`config.mk`:
```
export PLATFORM = sky130hd
export DESIGN_NAME = slbp_regs
export DESIGN_NICKNAME = d
export VERILOG_FILES = /design/src/logic/slbp_pkg.sv /design/src/logic/slbp_ctl_if.sv /design/src/logic/slbp_buf_ptr.sv /design/src/logic/slbp_refresh_timer.sv /design/src/logic/slbp_regs.sv
export SDC_FILE = /design/constraint.sdc
export NUM_CORES = 1
export LEC_CHECK = 0
export ABC_CLOCK_PERIOD_IN_PS = 3400
export BUFFER_PORTS_ARGS = -buffer_cell sky130_fd_sc_hd__buf_4
export CAP_MARGIN = 10
export CELL_PAD_IN_SITES_DETAIL_PLACEMENT = 1
export CELL_PAD_IN_SITES_GLOBAL_PLACEMENT = 1
export CORE_UTILIZATION = 43
export CTS_CLUSTER_SIZE = 28
export DETAILED_ROUTE_END_ITERATION = 7
export GPL_ROUTABILITY_DRIVEN = 0
export PLACE_DENSITY = 0.9
export SYNTH_ARGS = -nofsm -noshare
export SYNTH_HDL_FRONTEND = slang
export SYNTH_HIERARCHICAL = 1
export SYNTH_SLANG_ARGS = --single-unit
export TNS_END_PERCENT = 100
```
`constraint.sdc`:
```
create_clock -name clk -period 3.4 [get_ports clk]
set_clock_uncertainty 0.1 [all_clocks]
set_input_delay 0.51 -clock clk [delete_from_list [all_inputs] [get_ports clk]]
set_output_delay 0.51 -clock clk [all_outputs]
set_load 0.05 [all_outputs]
```
`src/logic/slbp_pkg.sv`:
```
// Package with register map, reset values and timing counts of the loop and pointer bank
package slbp_pkg;
   // ----------------------------------------------------------------
   // Register byte addresses
   // ----------------------------------------------------------------
   localparam logic [7:0]  DATA_PORT_OFS      = 8'hC5;
   localparam logic [7:0]  TXN_SELECT_OFS     = 8'hC6;
   localparam logic [7:0]  TXN_OFFSET_OFS     = 8'hC7;
   localparam logic [7:0]  BYTE_COUNTER_OFS   = 8'hC8;
   localparam logic [7:0]  REPEAT_COUNT_OFS   = 8'hC9;
   localparam logic [7:0]  REFRESH_OFS        = 8'hCA;
   localparam logic [7:0]  CLOCK_LOW_OFS      = 8'hCB;

   // ----------------------------------------------------------------
   // Field layout and reset values
   // ----------------------------------------------------------------
   localparam int          TXN_SEL_W          = 6;
   localparam logic [7:0]  TXN_SELECT_RST     = 8'h00;
   localparam logic [7:0]  TXN_OFFSET_RST     = 8'h00;
   localparam logic [7:0]  BYTE_COUNTER_RST   = 8'h00;
   localparam logic [7:0]  REPEAT_COUNT_RST   = 8'h01;
   localparam logic [7:0]  REFRESH_RST        = 8'h00;
   localparam logic [7:0]  CLOCK_LOW_RST      = 8'h5E;
   localparam logic [7:0]  REPEAT_ENDLESS     = 8'h00;
   localparam logic [7:0]  REPEAT_ONCE        = 8'h01;
   localparam logic [7:0]  REFRESH_OFF        = 8'h00;
   localparam logic [7:0]  INVALID_DATA       = 8'hFF;
   localparam logic [7:0]  UNMAPPED_DATA      = 8'h00;

   // ----------------------------------------------------------------
   // Buffer geometry
   // ----------------------------------------------------------------
   localparam int          PTR_W              = 13;
   localparam logic [12:0] BUF_BYTES          = 13'h1100;

   // ----------------------------------------------------------------
   // Timing
   // ----------------------------------------------------------------
   localparam int          CLK_KHZ            = 20000;
   localparam int          STEP_US            = 100;
   localparam int          STEP_CYC           = (STEP_US * CLK_KHZ) / 1000;
   localparam int          PRE_W              = 11;
   localparam logic [10:0] STEP_LAST          = 11'(STEP_CYC - 1);

   typedef enum logic [1:0] {SEQ_IDLE, SEQ_RUN, SEQ_WAIT} slbp_seq_e;
endpackage

```
`src/logic/slbp_ctl_if.sv`:
```
// Interface joining the register bank to its pointer unit and refresh timer
`timescale 1ns/1ns
interface slbp_ctl_if;
   import slbp_pkg::*;
   logic              load;
   logic              step;
   logic [PTR_W-1:0]  base;
   logic [7:0]        offset;
   logic [PTR_W-1:0]  addr;
   logic              in_range;
   logic              restart;
   logic              run;
   logic [7:0]        interval;
   logic              tick;

   modport bank_ptr (output load, output step, output base, output offset,
                     input addr, input in_range);
   modport ptr      (input load, input step, input base, input offset,
                     output addr, output in_range);
   modport bank_tmr (output restart, output run, output interval, input tick);
   modport tmr      (input restart, input run, input interval, output tick);
endinterface

```
`src/logic/slbp_buf_ptr.sv`:
```
// Auto-incrementing buffer pointer built from transaction base and byte offset
`timescale 1ns/1ns
module slbp_buf_ptr
   import slbp_pkg::*;
(
   input  wire logic  clk,
   input  wire logic  srst,
   input  wire logic  ce,
   slbp_ctl_if.ptr    pif
);
   logic [PTR_W-1:0] ptr_reg;
   logic [PTR_W-1:0] ptr_next;
   logic [PTR_W:0]   sum;

   // ----------------------------------------------------------------
   // Pointer arithmetic
   // ----------------------------------------------------------------
   // Load wins over step so a reposition is never lost to a data access
   always_comb
   begin
      sum      = {1'b0, pif.base} + {6'h00, pif.offset};
      ptr_next = ptr_reg;
      if (pif.load)
         ptr_next = sum[PTR_W-1:0];
      else if (pif.step)
         ptr_next = ptr_reg + 13'h0001;
   end

   always_ff @(posedge clk)
   begin
      if (srst)
         ptr_reg <= 13'h0000;
      else if (ce)
         ptr_reg <= ptr_next;
   end

   // Running past the end is flagged, not wrapped
   assign pif.addr     = ptr_reg;
   assign pif.in_range = (ptr_reg < BUF_BYTES);
endmodule

```
`src/logic/slbp_refresh_timer.sv`:
```
// Refresh interval timer with 100 us steps spacing sequence starts
`timescale 1ns/1ns
module slbp_refresh_timer
   import slbp_pkg::*;
(
   input  wire logic  clk,
   input  wire logic  srst,
   input  wire logic  ce,
   slbp_ctl_if.tmr    tif
);
   logic [PRE_W-1:0] pre_reg;
   logic [PRE_W-1:0] pre_next;
   logic [7:0]       step_reg;
   logic [7:0]       step_next;
   logic             tick_reg;
   logic             tick_next;

   // ----------------------------------------------------------------
   // Prescaler and step counter
   // ----------------------------------------------------------------
   // Free-running across passes so start-to-start spacing stays exact
   always_comb
   begin
      pre_next  = pre_reg;
      step_next = step_reg;
      tick_next = 1'b0;
      if (tif.restart || !tif.run)
      begin
         pre_next  = '0;
         step_next = 8'h00;
      end
      else if (pre_reg == STEP_LAST)
      begin
         pre_next = '0;
         if (step_reg + 8'h01 == tif.interval)
         begin
            step_next = 8'h00;
            tick_next = 1'b1;
         end
         else
            step_next = step_reg + 8'h01;
      end
      else
         pre_next = pre_reg + 11'h001;
   end

   always_ff @(posedge clk)
   begin
      if (srst)
      begin
         pre_reg  <= '0;
         step_reg <= 8'h00;
         tick_reg <= 1'b0;
      end
      else if (ce)
      begin
         pre_reg  <= pre_next;
         step_reg <= step_next;
         tick_reg <= tick_next;
      end
   end

   assign tif.tick = tick_reg & tif.run;
endmodule

```
`src/logic/slbp_regs.sv`:
```
// Channel register bank: buffer pointer, byte counter, sequence looping and SCL low period
//
// Summary of operation
// - Transaction select holds a six-bit slave entry index, 00h to 3Fh.
// - Byte offset holds an 8-bit index into the selected transaction's bytes.
// - Index and offset together form the pointer for data-port accesses.
// - Pointer beyond buffer sets buffer error, drops writes, reads give invalid data.
// - Host stays within transaction length; pointer otherwise runs into next region.
// - Byte counter is read-only, 8 bits, showing the live transfer count.
// - Counts acknowledged write bytes and all read bytes, masked transactions included.
// - Byte counter clears to zero at the start of every sequence.
// - Repeat count is read/write, resets to 01h, never counts down.
// - Repeat count 00h replays the sequence endlessly, STOP after each pass.
// - Repeat count 01h sends the sequence once, ending with STOP.
// - Repeat count above 01h runs exactly that many passes, STOP each time.
// - When looping without trigger mode, refresh sets start spacing in 100 us steps.
// - Refresh 00h, the reset value, disables the timer: passes run back-to-back.
// - Interval expiring mid-sequence sets frame error and requests an interrupt.
// - Repeat count of one ignores refresh and keeps the timer idle.
// - SCL low-period register is 8 bits, resets to 5Eh.
// - Writing the transaction index resets the byte offset to 00h.
// - Data port readable anytime, writable only while the channel is idle.
// - Pointer-reset bit returns the pointer to the index and offset position.
`timescale 1ns/1ns
module slbp_regs
   import slbp_pkg::*;
(
   input  wire logic               clk,
   input  wire logic               srst,
   input  wire logic               ce,
   input  wire logic [7:0]         host_addr,
   input  wire logic [7:0]         host_wdata,
   input  wire logic               host_wr,
   input  wire logic               host_rd,
   output logic [7:0]              host_rdata,
   input  wire logic [PTR_W-1:0]   txn_base,
   output logic [TXN_SEL_W-1:0]    txn_index,
   output logic [PTR_W-1:0]        buf_addr,
   output logic [7:0]              buf_wdata,
   output logic                    buf_we,
   input  wire logic [7:0]         buf_rdata,
   input  wire logic               channel_idle,
   input  wire logic               pointer_reset_bit,
   input  wire logic               start_req,
   input  wire logic               trigger_enable,
   input  wire logic               trigger_pin,
   input  wire logic               pass_done,
   input  wire logic               byte_done,
   input  wire logic               byte_acked,
   input  wire logic               byte_is_read,
   output logic                    seq_go,
   output logic                    seq_active,
   output logic [7:0]              clock_low_period,
   output logic                    buffer_error_flag,
   input  wire logic               be_clear,
   output logic                    frame_error_flag,
   input  wire logic               fe_clear,
   output logic                    frame_error_irq
);
   slbp_ctl_if ctl ();

   logic [7:0]  sel_reg, sel_next, ofs_reg, ofs_next, cnt_reg, cnt_next;
   logic [7:0]  rep_reg, rep_next, ref_reg, ref_next, clock_low_period_reg, clock_low_period_next;
   logic        load_reg, load_next;
   logic [7:0]  wd_reg, wd_next, rd_reg, rd_next;
   logic        we_reg, we_next, wstep_reg, wstep_next;
   slbp_seq_e   st_reg, st_next;
   logic [7:0]  pass_reg, pass_next;
   logic        go_next;
   logic        be_reg, be_next, fe_reg, fe_next, irq_reg, irq_next;
   logic        trig_s1, trig_s2, trig_s3;
   logic        trig_edge, timer_on, data_wr, data_rd, counted;

   // Register address match, shared by write and read paths
   function automatic logic hit(input logic [7:0] a, input logic [7:0] ofs);
      hit = (a == ofs);
   endfunction

   // ----------------------------------------------------------------
   // Sub-blocks
   // ----------------------------------------------------------------
   slbp_buf_ptr u_ptr (.clk(clk), .srst(srst), .ce(ce), .pif(ctl.ptr));
   slbp_refresh_timer u_tmr (.clk(clk), .srst(srst), .ce(ce), .tif(ctl.tmr));

   assign data_wr = host_wr && hit(host_addr, DATA_PORT_OFS);
   assign data_rd = host_rd && hit(host_addr, DATA_PORT_OFS);
   // A read steps at once; an accepted write steps a cycle later, after its strobe used the address
   assign ctl.step   = (data_rd && !load_reg) || wstep_reg;
   assign ctl.load   = load_reg;
   assign ctl.base   = txn_base;
   assign ctl.offset = ofs_reg;

   // ----------------------------------------------------------------
   // Host-written registers
   // ----------------------------------------------------------------
   // Pointer reload is deferred one cycle so it sees the updated index and offset
   always_comb
   begin
      sel_next  = sel_reg;
      ofs_next  = ofs_reg;
      rep_next  = rep_reg;
      ref_next  = ref_reg;
      clock_low_period_next = clock_low_period_reg;
      load_next = pointer_reset_bit;
      if (host_wr)
      begin
         if (hit(host_addr, TXN_SELECT_OFS))
         begin
            sel_next  = {2'b00, host_wdata[TXN_SEL_W-1:0]};
            ofs_next  = 8'h00;
            load_next = 1'b1;
         end
         if (hit(host_addr, TXN_OFFSET_OFS))
         begin
            ofs_next  = host_wdata;
            load_next = 1'b1;
         end
         if (hit(host_addr, REPEAT_COUNT_OFS))
            rep_next = host_wdata;
         if (hit(host_addr, REFRESH_OFS))
            ref_next = host_wdata;
         if (hit(host_addr, CLOCK_LOW_OFS))
            clock_low_period_next = host_wdata;
      end
   end

   always_ff @(posedge clk)
   begin
      if (srst)
      begin
         sel_reg  <= TXN_SELECT_RST;
         ofs_reg  <= TXN_OFFSET_RST;
         rep_reg  <= REPEAT_COUNT_RST;
         ref_reg  <= REFRESH_RST;
         clock_low_period_reg <= CLOCK_LOW_RST;
         load_reg <= 1'b0;
      end
      else if (ce)
      begin
         sel_reg  <= sel_next;
         ofs_reg  <= ofs_next;
         rep_reg  <= rep_next;
         ref_reg  <= ref_next;
         clock_low_period_reg <= clock_low_period_next;
         load_reg <= load_next;
      end
   end

   // ----------------------------------------------------------------
   // Trigger pin synchroniser
   // ----------------------------------------------------------------
   always_ff @(posedge clk)
   begin
      if (srst)
      begin
         trig_s1 <= 1'b0;
         trig_s2 <= 1'b0;
         trig_s3 <= 1'b0;
      end
      else if (ce)
      begin
         trig_s1 <= trigger_pin;
         trig_s2 <= trig_s1;
         trig_s3 <= trig_s2;
      end
   end
   assign trig_edge = trig_s2 && !trig_s3;

   // ----------------------------------------------------------------
   // Sequence loop control
   // ----------------------------------------------------------------
   // Timer only matters when looping, not trigger-driven, and nonzero
   assign timer_on = (rep_reg != REPEAT_ONCE) && !trigger_enable
                     && (ref_reg != REFRESH_OFF);
   assign ctl.run      = timer_on && (st_reg != SEQ_IDLE);
   assign ctl.interval = ref_reg;
   assign ctl.restart  = go_next && (st_reg == SEQ_IDLE);

   always_comb
   begin
      st_next   = st_reg;
      pass_next = pass_reg;
      go_next   = 1'b0;
      case (st_reg)
         SEQ_IDLE:
         begin
            if (start_req)
            begin
               st_next   = SEQ_RUN;
               pass_next = rep_reg;
               go_next   = 1'b1;
            end
         end
         SEQ_RUN:
         begin
            // Every pass ends with STOP in the engine; here only the pass tally
            if (pass_done)
            begin
               if (rep_reg == REPEAT_ONCE)
                  st_next = SEQ_IDLE;
               else if (rep_reg == REPEAT_ENDLESS)
                  st_next = SEQ_WAIT;
               else if (pass_reg <= 8'h01)
                  st_next = SEQ_IDLE;
               else
               begin
                  pass_next = pass_reg - 8'h01;
                  st_next   = SEQ_WAIT;
               end
            end
         end
         SEQ_WAIT:
         begin
            if (trigger_enable ? trig_edge : (!timer_on || ctl.tick))
            begin
               st_next = SEQ_RUN;
               go_next = 1'b1;
            end
         end
         default:
            st_next = SEQ_IDLE;
      endcase
   end

   always_ff @(posedge clk)
   begin
      if (srst)
      begin
         st_reg   <= SEQ_IDLE;
         pass_reg <= 8'h00;
      end
      else if (ce)
      begin
         st_reg   <= st_next;
         pass_reg <= pass_next;
      end
   end

   // ----------------------------------------------------------------
   // Byte counter, status flags and data-port path
   // ----------------------------------------------------------------
   // Flags are sticky; a set in the clearing cycle wins over the clear
   assign counted = byte_done && (byte_is_read || byte_acked);
   always_comb
   begin
      cnt_next = cnt_reg;
      if (go_next)
         cnt_next = 8'h00;
      else if (counted)
         cnt_next = cnt_reg + 8'h01;
      be_next  = (be_reg && !be_clear) || !ctl.in_range;
      irq_next = ctl.tick && (st_reg == SEQ_RUN);
      fe_next  = (fe_reg && !fe_clear) || irq_next;
      we_next  = data_wr && channel_idle && ctl.in_range;
      wstep_next = data_wr && channel_idle && !load_reg;
      wd_next  = data_wr ? host_wdata : wd_reg;
      rd_next  = rd_reg;
      if (host_rd)
      begin
         if (hit(host_addr, DATA_PORT_OFS))
            rd_next = ctl.in_range ? buf_rdata : INVALID_DATA;
         else if (hit(host_addr, TXN_SELECT_OFS))
            rd_next = sel_reg;
         else if (hit(host_addr, TXN_OFFSET_OFS))
            rd_next = ofs_reg;
         else if (hit(host_addr, BYTE_COUNTER_OFS))
            rd_next = cnt_reg;
         else if (hit(host_addr, REPEAT_COUNT_OFS))
            rd_next = rep_reg;
         else if (hit(host_addr, REFRESH_OFS))
            rd_next = ref_reg;
         else if (hit(host_addr, CLOCK_LOW_OFS))
            rd_next = clock_low_period_reg;
         else
            rd_next = UNMAPPED_DATA;
      end
   end

   always_ff @(posedge clk)
   begin
      if (srst)
      begin
         cnt_reg <= BYTE_COUNTER_RST;
         be_reg  <= 1'b0;
         fe_reg  <= 1'b0;
         irq_reg <= 1'b0;
         we_reg  <= 1'b0;
         wstep_reg <= 1'b0;
         wd_reg  <= 8'h00;
         rd_reg  <= 8'h00;
      end
      else if (ce)
      begin
         cnt_reg <= cnt_next;
         be_reg  <= be_next;
         fe_reg  <= fe_next;
         irq_reg <= irq_next;
         we_reg  <= we_next;
         wstep_reg <= wstep_next;
         wd_reg  <= wd_next;
         rd_reg  <= rd_next;
      end
   end

   // Write strobe is registered, so the address it pairs with is held one cycle
   assign host_rdata        = rd_reg;
   assign txn_index         = sel_reg[TXN_SEL_W-1:0];
   assign buf_addr          = ctl.addr;
   assign buf_wdata         = wd_reg;
   assign buf_we            = we_reg;
   assign seq_go            = go_next;
   assign seq_active        = (st_reg != SEQ_IDLE);
   assign clock_low_period  = clock_low_period_reg;
   assign buffer_error_flag = be_reg;
   assign frame_error_flag  = fe_reg;
   assign frame_error_irq   = irq_reg;
endmodule

```
==> results by group <==
CTS
  – CTS buffer count: 17
  – H-tree depth: 4
  – CTS sink cnt: ~110
  – Clock latency on the worst-skew pair: about 0.43 ns
  – CTS max path bufs: 2
  – Clk root buf: clkbuf_16
  – Clock-pin slew on the worst setup and hold paths: approximately 0.060 ns
  – CTS tree: done

Run status
  – Status: finished with violations
  – Failing checks: design-rule violations

Drt
  – DR iter-0 viols: 537
  – Top Layer Used: met4
  – Vias per cell: 6.30
  – # DRC: 8
  – Post-DR wirelength/cell: 21.4 um
  – WL met1: 9130 um
  – Total number of vias: approximately 6600
  – Post-route ant nets: 0
  – Routed wl met2: 11000 um
  – DRT Pass-1 Iters: 7
  – DR WL met3: 1250 um
  – Drt total wl: 22500 um

Floorplanning
  – Die W: approximately 130 um
  – Die Area: approximately 16000 um^2
  – FP Rows: 44
  – Num ports: roughly 100
  – Initial Util: between 40% and 50%
  – CORE AREA: roughly 15000 um^2
  – Chip height: 125 um

Global route
  – Largest net degree at the start of global routing: 38
  – Vias in the first global route: ~6800
  – Total GRT Usage: a little under 30%
  – First-pass GRT wire length: approximately 36000 um
  – GRT overflow: 0
  – Initial antenna violation count: 0

Synthesis
  – Synthesized net count: ~840
  – Post-Syn Area per Cell: ~8.5 um^2
  – Fraction of registers with async set/reset: 0%
  – Synthesized cell area: about 6500 um^2
  – Netlist cell types: between 80 and 90
  – Number of enable flip-flop cells after synthesis: 0
  – Synth Area in Simple Gates: between 20% and 30%
  – Synth top cells by count: nor2_1, dfxtp_1, nand2_1, mux2i_1, a21oi_1
  – Combinational family with the most area after synthesis: simple AND/OR/NAND/NOR gates
  – Yosys top cell area share: a little over a third
  – Post-synth top flop: dfxtp_1
  – Syn Inst Count: 770
  – Yosys top cell by area: dfxtp_1
  – Yosys warns: 6
  – Seq/Total Area, Yosys: a little over a third
  – Synth Area in Adders: around 3%
  – Flops & latches, synth: between 100 and 150
  – Mux cell area share after synthesis: between 10% and 20%
  – Top post-synthesis cells by area: dfxtp_1, mux2i_1, nor2_1
  – XOR/XNOR Fraction of Synth Area: about 4.4%
  – Compound-Gate Fraction of Synth Area: approximately 17%
  – Cell with the most instances after synthesis: nor2_1

STA
  – Tmin final: about 3.3 ns
  – Fin. max-slew vios: 0
  – Actual slew at the worst max-slew pin: between 0.6 and 0.7 ns
  – Final setup violation count: 0
  – Setup TNS Final: 0 ns
  – Slew Limit Headroom: 54.0%
  – Final period utilization: between 90% and 100%
  – Final hold vios: 0
  – Max Clk Rate: approximately 300 MHz

Pwr
  – Total power: roughly 3900 uW
  – P_leak: approximately 0.0034 uW
  – Pwr/cell area: 481 nW/um^2
  – Maximum vdd drop: between 0.0004 and 0.0005 V

Place
  – Cell area after placement: roughly 7300 um^2
  – # port buffers: about 100
  – Post-DP HPWL: around 15000 um
  – Cell total after placement: approximately 1000

Critical path
  – Data arrival, critical path: between 2 and 3 ns
  – Worst EP required: approximately 2.8 ns
  – Worst setup EP type: output pin
  – Critical path peak fanout: 5
  – Critical path type: reg -> out
  – Crit path launch type: flip-flop

Cells and area
  – Max reg flops: 13
  – Share of layout cells above drive strength 1: a little over 20%
  – Post-layout util: ~55%
  – Fillers: 1735
  – # nets final: 923
  – Layout area overhead: 23.2%
  – Cell area after layout: just over 8000 um^2
  – Ant diodes: 0
  – Final Instance Count excl. Fillers: ~1100

Hold path
  – Worst min-delay path category: in -> reg

Run
  – Max Cap Viol: 0
worst max-delay path: stages (launching register included):
cell and delay (ns):
dfxtp_1 0.34, or4_4 0.57, nor4_4 0.24, a221o_1 0.28
nor2_1 0.09, and2_1 0.23, o2111ai_1 0.22, nand2b_1 0.09
buf_4 0.19
power by group:
group	total (uW)	switching (uW)	internal [uW]
combinational	404	257	147
clock	2080	687	1390
sequential	1380	24.7	1360
layout by cell type (no fill, tap or decap), drive strengths merged, types with 5 or more instances in the layout:
master  instances
nor2          120
dfxtp         114
buf           110
nand2          55
mux2i          48
a21oi          43
o21ai          34
inv            26
nand3          24
nor3           22
clkbuf         19
xor2           18
nand4          17
xnor2          15
ha             14
and3           13
nand2b         11
a22oi          11
o32ai          10
mux4            8
or4             7
bufinv          6
or3             6
nor2b           6
a211oi          6
and4            6
nand4b          5
o22ai           5
o211ai          5
o21a            5
a31oi           5
nor3b           5
nor4            5
what timing repair did:
action                                  4_1_cts  5_1_grt
cloned                                        0        0
pin swaps                                     0        2
endpoints found under the setup margin        1        1
buffers inserted                              0        2
resized for setup                             1        1
hold buffers                                  0        0
layout make-up:
class	instances	area [um^2]	area share, %
Inverter	25	93.8	1.17
Timing Repair Buffer	110	826	10.3
Tap cell	184	230	2.86
Sequential cell	114	2280	28.4
Clock buffer	19	443	5.51
Clock inverter	13	230	2.86
Multi-Input combinational cell	587	3940	49.0
metal layers:
metal	vias to the layer above	GRT usage, %
li1	2976	-
met1	3281	34.2
met2	281	49.7
met3	88	5.82
met4	0	17.9
met5	-	0
cell families after synthesis:
group	after synthesis
fa+ha+maj	15
flops	114
mux	58
xor+xnor	33
compound gates	163
simple gates	318
buf+inv	69
through the flow:
step	hold slack, ns	setup slack (ns)
after floorplan	0.351	0.659
after global placement	0.362	0.550
after detailed placement	0.373	0.511
after CTS	0.234	0.0481
after global routing	0.249	-0.0115
final	0.238	0.107
final timing paths:
check	cells past startpoint	slack, ns	end	start
max	8	0.11	seq_go	rep_reg[4]$_SDFFE_PP0P_
min	3	0.24	trig_s1$_SDFFE_PP0P_	trigger_pin
max reg2reg	10	0.63	u_tmr/step_reg[3]$_SDFFE_PP0P_	rep_reg[6]$_SDFFE_PP0P_
min reg2reg	2	0.38	frame_error_flag$_SDFFE_PP0P_	frame_error_flag$_SDFFE_PP0P_
(Power assumes the default switching activity.)
